## src/icl_map.svh

```systemverilog
// Register offsets, bit positions and reset values of the interrupt clear bank
`ifndef ICL_MAP_SVH
`define ICL_MAP_SVH

// ****************************************
// Clearing register offsets
// ****************************************
`define ICL_OFS_REF_AB      16'h0A07
`define ICL_OFS_REF_CD      16'h0A08
`define ICL_OFS_L0_LOCK     16'h0A09
`define ICL_OFS_L0_STATE    16'h0A0A
`define ICL_OFS_L0_MISC     16'h0A0B
`define ICL_OFS_L1_LOCK     16'h0A0C
`define ICL_OFS_L1_STATE    16'h0A0D
`define ICL_OFS_L1_MISC     16'h0A0E

// ****************************************
// Mask register offsets, same order
// ****************************************
`define ICL_MSK_REF_AB      16'h0B07
`define ICL_MSK_REF_CD      16'h0B08
`define ICL_MSK_L0_LOCK     16'h0B09
`define ICL_MSK_L0_STATE    16'h0B0A
`define ICL_MSK_L0_MISC     16'h0B0B
`define ICL_MSK_L1_LOCK     16'h0B0C
`define ICL_MSK_L1_STATE    16'h0B0D
`define ICL_MSK_L1_MISC     16'h0B0E

// ****************************************
// Bank indices, bit masks and values
// ****************************************
`define ICL_IDX_REF_AB      0
`define ICL_IDX_REF_CD      1
`define ICL_IDX_L0_LOCK     2
`define ICL_IDX_L0_STATE    3
`define ICL_IDX_L0_MISC     4
`define ICL_IDX_L1_LOCK     5
`define ICL_IDX_L1_STATE    6
`define ICL_IDX_L1_MISC     7
`define ICL_NUM_REGS        8
`define ICL_REF_VALID       8'h77
`define ICL_FULL_VALID      8'hFF
`define ICL_ZERO_BYTE       8'h00
`define ICL_RSVD_LO         3
`define ICL_RSVD_HI         7

`endif

```

## src/icl_pkg.sv

```systemverilog
// Types shared by the interrupt clear bank
package icl_pkg;
    // Register port request, one cycle per access
    typedef struct packed {
        logic [15:0] addr;   // Byte address
        logic [7:0]  wdata;  // Write data
        logic        wr;     // Write strobe
        logic        rd;     // Read strobe
    } icl_bus_req_t;

    // Eight byte-wide registers of flags or clears
    typedef logic [7:0][7:0] icl_bank_t;
endpackage

```

## src/icl_irq_clear.sv

```systemverilog
// Interrupt clear bank for reference inputs and loops 0 and 1
//
// The plain strobed port was decided locally.
`timescale 1ns/1ps
`default_nettype none
`include "icl_map.svh"

module icl_irq_clear (
    // Clock and reset
    input  wire logic                REF_CLK_I,
    input  wire logic                RST_N_I,
    // Register port
    input  wire icl_pkg::icl_bus_req_t BUS_REQ_I,
    output var  logic [7:0]          RD_DATA_O,
    // Event pulses from the monitors
    input  wire icl_pkg::icl_bank_t  EVT_I,
    // Monitor flags and clear pulses
    output var  icl_pkg::icl_bank_t  FLAG_O,
    output var  icl_pkg::icl_bank_t  CLR_PULSE_O,
    // Interrupt request
    output var  logic                IRQ_O
);
    import icl_pkg::*;

    // ****************************************
    // Address tables
    // ****************************************

    // Clearing register offsets by bank index
    localparam logic [15:0] CLR_OFS [`ICL_NUM_REGS] = '{
        `ICL_OFS_REF_AB, `ICL_OFS_REF_CD,
        `ICL_OFS_L0_LOCK, `ICL_OFS_L0_STATE, `ICL_OFS_L0_MISC,
        `ICL_OFS_L1_LOCK, `ICL_OFS_L1_STATE, `ICL_OFS_L1_MISC};

    // Mask register offsets by bank index
    localparam logic [15:0] MSK_OFS [`ICL_NUM_REGS] = '{
        `ICL_MSK_REF_AB, `ICL_MSK_REF_CD,
        `ICL_MSK_L0_LOCK, `ICL_MSK_L0_STATE, `ICL_MSK_L0_MISC,
        `ICL_MSK_L1_LOCK, `ICL_MSK_L1_STATE, `ICL_MSK_L1_MISC};

    // ****************************************
    // Storage
    // ****************************************

    icl_bank_t   flag_reg;      // Latched monitor flags
    icl_bank_t   flag_next;     // Next flag values
    icl_bank_t   mask_reg;      // Interrupt enables
    icl_bank_t   mask_next;     // Next interrupt enables
    icl_bank_t   clr_reg;       // Self-clearing clear bits
    icl_bank_t   clr_now;       // Clears applied this cycle
    icl_bank_t   valid;         // Implemented bit positions
    logic [7:0]  wr_clr_hit;    // Write hits a clearing register
    logic [7:0]  wr_msk_hit;    // Write hits a mask register
    logic [7:0]  rd_clr_hit;    // Read hits a clearing register
    logic [7:0]  rd_msk_hit;    // Read hits a mask register
    logic [7:0]  rd_data_reg;   // Read data, one cycle late
    logic [7:0]  rd_data_next;  // Read data being selected
    logic        irq_reg;       // Registered interrupt level

    // ****************************************
    // Per-register decode and flag logic
    // ****************************************

    for (genvar r = 0; r < `ICL_NUM_REGS; r++) begin : g_bank
        // Reference registers hold reserved bits 3 and 7
        assign valid[r] = (r < `ICL_IDX_L0_LOCK) ? `ICL_REF_VALID : `ICL_FULL_VALID;

        // Address decode for writes and reads
        assign wr_clr_hit[r] = BUS_REQ_I.wr && (BUS_REQ_I.addr == CLR_OFS[r]);
        assign wr_msk_hit[r] = BUS_REQ_I.wr && (BUS_REQ_I.addr == MSK_OFS[r]);
        assign rd_clr_hit[r] = BUS_REQ_I.rd && (BUS_REQ_I.addr == CLR_OFS[r]);
        assign rd_msk_hit[r] = BUS_REQ_I.rd && (BUS_REQ_I.addr == MSK_OFS[r]);

        // Only ones on implemented bits clear anything
        assign clr_now[r] = wr_clr_hit[r] ? (BUS_REQ_I.wdata & valid[r])
                                          : `ICL_ZERO_BYTE;

        // New events win over a clear in the same cycle
        assign flag_next[r] = (flag_reg[r] & ~clr_now[r])
                            | (EVT_I[r] & valid[r]);

        // Mask write value; reserved positions stay zero
        assign mask_next[r] = wr_msk_hit[r] ? (BUS_REQ_I.wdata & valid[r])
                                            : mask_reg[r];

        // Monitor flag update
        always_ff @(posedge REF_CLK_I or negedge RST_N_I) begin
            if (!RST_N_I) begin
                flag_reg[r] <= `ICL_ZERO_BYTE;
            end else begin
                flag_reg[r] <= flag_next[r];
            end
        end

        // Clear bits stand for one cycle, then drop
        always_ff @(posedge REF_CLK_I or negedge RST_N_I) begin
            if (!RST_N_I) begin
                clr_reg[r] <= `ICL_ZERO_BYTE;
            end else begin
                clr_reg[r] <= clr_now[r];
            end
        end

        // Mask register write
        always_ff @(posedge REF_CLK_I or negedge RST_N_I) begin
            if (!RST_N_I) begin
                mask_reg[r] <= `ICL_ZERO_BYTE;
            end else begin
                mask_reg[r] <= mask_next[r];
            end
        end
    end

    // ****************************************
    // Read path
    // ****************************************

    // Select flags or mask; unmapped reads give zero
    always_comb begin
        rd_data_next = `ICL_ZERO_BYTE;
        for (int i = 0; i < `ICL_NUM_REGS; i++) begin
            if (rd_clr_hit[i]) begin
                rd_data_next = flag_reg[i];
            end
            if (rd_msk_hit[i]) begin
                rd_data_next = mask_reg[i];
            end
        end
    end

    // Read data valid in the cycle after the strobe only
    always_ff @(posedge REF_CLK_I or negedge RST_N_I) begin
        if (!RST_N_I) begin
            rd_data_reg <= `ICL_ZERO_BYTE;
        end else begin
            rd_data_reg <= rd_data_next;
        end
    end

    // ****************************************
    // Interrupt output
    // ****************************************

    // Level request while any unmasked flag is set; next flags and
    // next masks, so a flag or mask write moves the request at once
    always_ff @(posedge REF_CLK_I or negedge RST_N_I) begin
        if (!RST_N_I) begin
            irq_reg <= 1'b0;
        end else begin
            irq_reg <= |(flag_next & mask_next);
        end
    end

    // Outputs from flip-flops
    assign RD_DATA_O   = rd_data_reg;
    assign FLAG_O      = flag_reg;
    assign CLR_PULSE_O = clr_reg;
    assign IRQ_O       = irq_reg;

    // Every row: a clear write removes exactly the written ones
    for (genvar k = 0; k < `ICL_NUM_REGS; k++) begin : g_row_chk

    end
endmodule
`default_nettype wire

```

## config.mk

```make
export PLATFORM = sky130hd
export DESIGN_NAME = icl_irq_clear
export DESIGN_NICKNAME = d
export VERILOG_FILES = /design/src/icl_pkg.sv /design/src/icl_irq_clear.sv
export VERILOG_INCLUDE_DIRS = /design/src /design/src/src
export SDC_FILE = /design/constraint.sdc
export NUM_CORES = 1
export LEC_CHECK = 0
export ABC_AREA = 1
export BUFFER_PORTS_ARGS = -buffer_cell sky130_fd_sc_hd__buf_2
export CAP_MARGIN = 10
export CORE_MARGIN = 2
export CORE_UTILIZATION = 55
export CTS_CLUSTER_DIAMETER = 50
export DETAILED_ROUTE_END_ITERATION = 12
export PLACE_DENSITY = 0.85
export SYNTH_ARGS = -nofsm -noshare
export SYNTH_HDL_FRONTEND = slang
export SYNTH_SLANG_ARGS = --single-unit
```

## constraint.sdc

```tcl
create_clock -name REF_CLK_I -period 4.56 [get_ports REF_CLK_I]
set_clock_uncertainty 0.2 [all_clocks]
set_input_delay 0 -clock REF_CLK_I [delete_from_list [all_inputs] [get_ports REF_CLK_I]]
set_output_delay 0 -clock REF_CLK_I [all_outputs]
set_load 0.05 [all_outputs]
```

==> Flow_metrics.wiki <==
{| class="wikitable"
! Metric !! Value
|-
| Status || complete, no violations
|-
| Cell chosen for the clock root || sky130_fd_sc_hd__clkbuf_16
|-
| Clock tree from TritonCTS || done
|-
| CTS resizes || 0
|-
| Portion of the post-synthesis area used by sequential elements || 58.3%
|-
| Number of placement rows || 44
|-
| Portion of synthesized cell area occupied by the leading cell type || 58.3%
|-
| Crit Path Category || input port to flop
|-
| Detailed-route wire length per cell || 19.1 um
|-
| Routed wire length || 26100 um
|-
| Crit-path slowest cell || sky130_fd_sc_hd__dlygate4sd3_1
|-
| DR vias || 7690
|-
| Biggest area contributors in the synthesized netlist || sky130_fd_sc_hd__dfrtp_1 (58%), sky130_fd_sc_hd__nand2_1 (9.4%), sky130_fd_sc_hd__o21bai_1 (5.6%), sky130_fd_sc_hd__nor2_1 (4.8%), sky130_fd_sc_hd__inv_1 (4.4%)
|-
| Global route total overflow || 0
|-
| RSZ-0062 raised after global routing || false
|-
| Signed area change from the synthesized netlist to the final layout || 30.7%
|-
| Effective utilization at floorplan || 56.0%
|-
| Port bufs || 216
|-
| Estimated wirelength of the detail-placed design || 17000 um
|-
| Final hold slack || 25.9 ps
|-
| Xor and xnor fraction of the mapped netlist area || 0%
|-
| Die area || 15700 um^2
|-
| Final Max Slew Viols || 0
|-
| Adder and majority cell fraction of the synthesized area || 0%
|-
| Core Area || 14500 um^2
|-
| Leakage power summed over all cells || 0.00584 uW
|-
| Hold Path Class || input port to flop
|-
| Global router's overall resource usage || 33.9%
|-
| Most frequent cell on the critical path || sky130_fd_sc_hd__dlygate4sd3_1
|-
| Normalized max-slew margin || 35.4%
|-
| Maximum root-to-sink buffer count || 2
|-
| Clock buffer count from CTS || 17
|-
| Setup TNS Final || 0 ps
|-
| Initial drt markers || 794
|-
| Fraction of final layout cells with drive strength greater than 1 || 24.1%
|-
| Max H-tree Level || 4
|-
| Vias in the first global route || 7699
|-
| Synth Area in Compound Gates || 13.2%
|-
| Post-route antenna net violation count || 0
|-
| Top FF cell, synth || sky130_fd_sc_hd__dfrtp_1
|-
| Maximum VDD drop || 0.253 mV
|-
| Crit path max fanout || 7
|-
| TritonCTS sink count || 189
|-
| Die span in y || 125 um
|-
| Period utilization || 76.5%
|-
| Post-place setup slack || 1740 ps
|-
| Weighted congestion at the end of routability-driven global placement || 0.933
|-
| Clk Latency, worst-skew pair || 440 ps
|-
| Reg area || 4730 um^2
|-
| Synth warnings || 0
|-
| Number of distinct standard cells referenced by the synthesized netlist || 34
|-
| Total of flip-flops plus latches after synthesis || 189
|-
| Minimum clock period after layout || 3490 ps
|-
| Synthesized instance count || 876
|-
| Buf+Inv Stages, Crit Path || 4
|-
| Largest incremental delay on the critical path || 700 ps
|-
| Power density over cell area || 313 nW/um^2
|-
| Final hold vios || 0
|-
| Cell with the most instances after synthesis || sky130_fd_sc_hd__nand2_1
|-
| I/O pin total || 229
|-
| First-pass GRT wire length || 41000 um
|-
| List of cells traversed by the critical path || dlygate4sd3_1, buf_2, nand2_2, nor4_4, dlygate4sd3_1, nand3_2, dlygate4sd3_1, nor2_1, o21bai_1, nand2_1, nand4_1, nor3_1, nand2_1, nor2_1, nand3_1
|-
| Final worst setup slack || 1070 ps
|-
| Ys async rst share || 100%
|-
| Number of failing setup endpoints in the final timing report || 0
|-
| Average vias per placed instance || 5.65
|-
| Endpoint required time on the critical path || 4670 ps
|-
| Main combinational cell family by area after synthesis || simple AND/OR/NAND/NOR gates
|-
| Top post-synthesis cells by count || sky130_fd_sc_hd__nand2_1 (203), sky130_fd_sc_hd__dfrtp_1 (189), sky130_fd_sc_hd__nor2_1 (104)
|-
| Crit start category || input port
|-
| Crit-path leading delay family || buffers and inverters
|-
| Transition at the pin with the smallest max-transition slack || 970 ps
|-
| Final net count || 1255
|-
| Mapped cell area || 8110 um^2
|-
| Average instance area after synthesis || 9.26 um^2
|-
| Post-synthesis mux area share || 0%
|-
| DRC violation count after routing || 0
|-
| Number of max-cap violations || 0
|-
| Cell type with the largest total area after synthesis || sky130_fd_sc_hd__dfrtp_1
|-
| Length of the first detailed-routing pass in iterations || 7
|-
| Top achievable clock speed || 287 MHz
|-
| Arrival time of data at the critical path endpoint || 3600 ps
|-
| Clk slew on worst S/H paths || 70 ps
|-
| Fraction of the mapped netlist area in simple logic gates || 22.0%
|-
| Die outline width || 125 um
|-
| Combined area of the multi-input logic cells || 2880 um^2
|-
| Critical path endpoint category || flop
|-
| Initial antenna violation count || 1
|-
| Filler cells || 1014
|-
| Maximum number of pins on one net before global-route repair || 110
|-
| Post-synth EDFFs || 0
|}
worst paths after layout:
check,start,endpoint,slack [ps],depth (start not counted)
setup / recovery,BUS_REQ_I[12],IRQ_O,1070,15
hold / removal,BUS_REQ_I[15],CLR_PULSE_O[30],30,6
setup reg to reg,mask_reg[6],RD_DATA_O[6],2280,10
hold reg to reg,mask_reg[5],mask_reg[5],320,1
max in group asynchronous,RST_N_I,RD_DATA_O[6],2970,3
min in group asynchronous,RST_N_I,mask_reg[20],70,2
layout by cell type, fill, tap and decap left out, types with 4 or more instances in the layout:
cell and instances:
sky130_fd_sc_hd__buf_2 215, sky130_fd_sc_hd__nand2_1 203, sky130_fd_sc_hd__dfrtp_1 189, sky130_fd_sc_hd__nor2_1 104
sky130_fd_sc_hd__inv_1 94, sky130_fd_sc_hd__dlygate4sd3_1 72, sky130_fd_sc_hd__o21bai_1 60, sky130_fd_sc_hd__o21ai_0 34
sky130_fd_sc_hd__nand4_1 30, sky130_fd_sc_hd__nand3_1 27, sky130_fd_sc_hd__a21oi_1 20, sky130_fd_sc_hd__o21ai_1 18
sky130_fd_sc_hd__clkbuf_16 17, sky130_fd_sc_hd__o21a_1 12, sky130_fd_sc_hd__nand3_2 8, sky130_fd_sc_hd__nor2_2 8
sky130_fd_sc_hd__conb_1 8, sky130_fd_sc_hd__a22o_1 5, sky130_fd_sc_hd__inv_6 5, sky130_fd_sc_hd__nand2_2 4
worst reg2reg max path, stage by stage, from the launching register on:
cell                      delay [ps]
sky130_fd_sc_hd__dfrtp_1         360
sky130_fd_sc_hd__inv_1            70
sky130_fd_sc_hd__nor3_1           50
sky130_fd_sc_hd__a31oi_1         280
sky130_fd_sc_hd__nand4_1         170
sky130_fd_sc_hd__a21oi_1         280
sky130_fd_sc_hd__nand4_1         170
sky130_fd_sc_hd__a21oi_1         260
sky130_fd_sc_hd__nand3_1         140
sky130_fd_sc_hd__nand2_1         100
sky130_fd_sc_hd__nand4_1          80
repair_timing:
item / 4_1_cts / 5_1_grt
hold buffers: 72 / 0
setup buffers: 0 / 0
hold endpoints to repair: 210 / 0
per-stage QoR:
stage	total power [uW]	area, um^2	cells	util, %
floorplan	1770	8130	883	-
global placement	1850	9300	1256	64.3
detailed placement	1850	9300	1256	64.3
CTS	3320	10600	1360	73.2
global route	3410	10600	1361	73.2
finish	3320	10600	1361	73.2
report_power, final:
| group | total [uW] | switching [uW] | internal, uW |
|---|---|---|---|
| Sequential | 1680 | 0.136 | 1680 |
| Combinational | 193 | 115 | 78.0 |
| Clock | 1450 | 673 | 779 |
cell families after synthesis:
family          Yosys count
compound gates          162
flops                   189
other cells               1
buf+inv                 126
simple gates            398
per-layer routing:
metal | routed length (um) | track usage [%]
met1 | 10100 | 43.9
met2 | 12600 | 55.6
met4 | 1120 | 16.9
met5 | 0 | 0
met3 | 2160 | 6.08
area by class of cell:
class,count,area share (%)
clock inverter,14,1.26
antenna,1,0.0236
timing repair buffer,290,17.2
tap,184,2.17
inverter,97,3.43
multi-input combinational,568,27.1
sequential,189,44.6
clock buffer,18,4.14
Note: power is estimated with default switching activity, not from simulation.
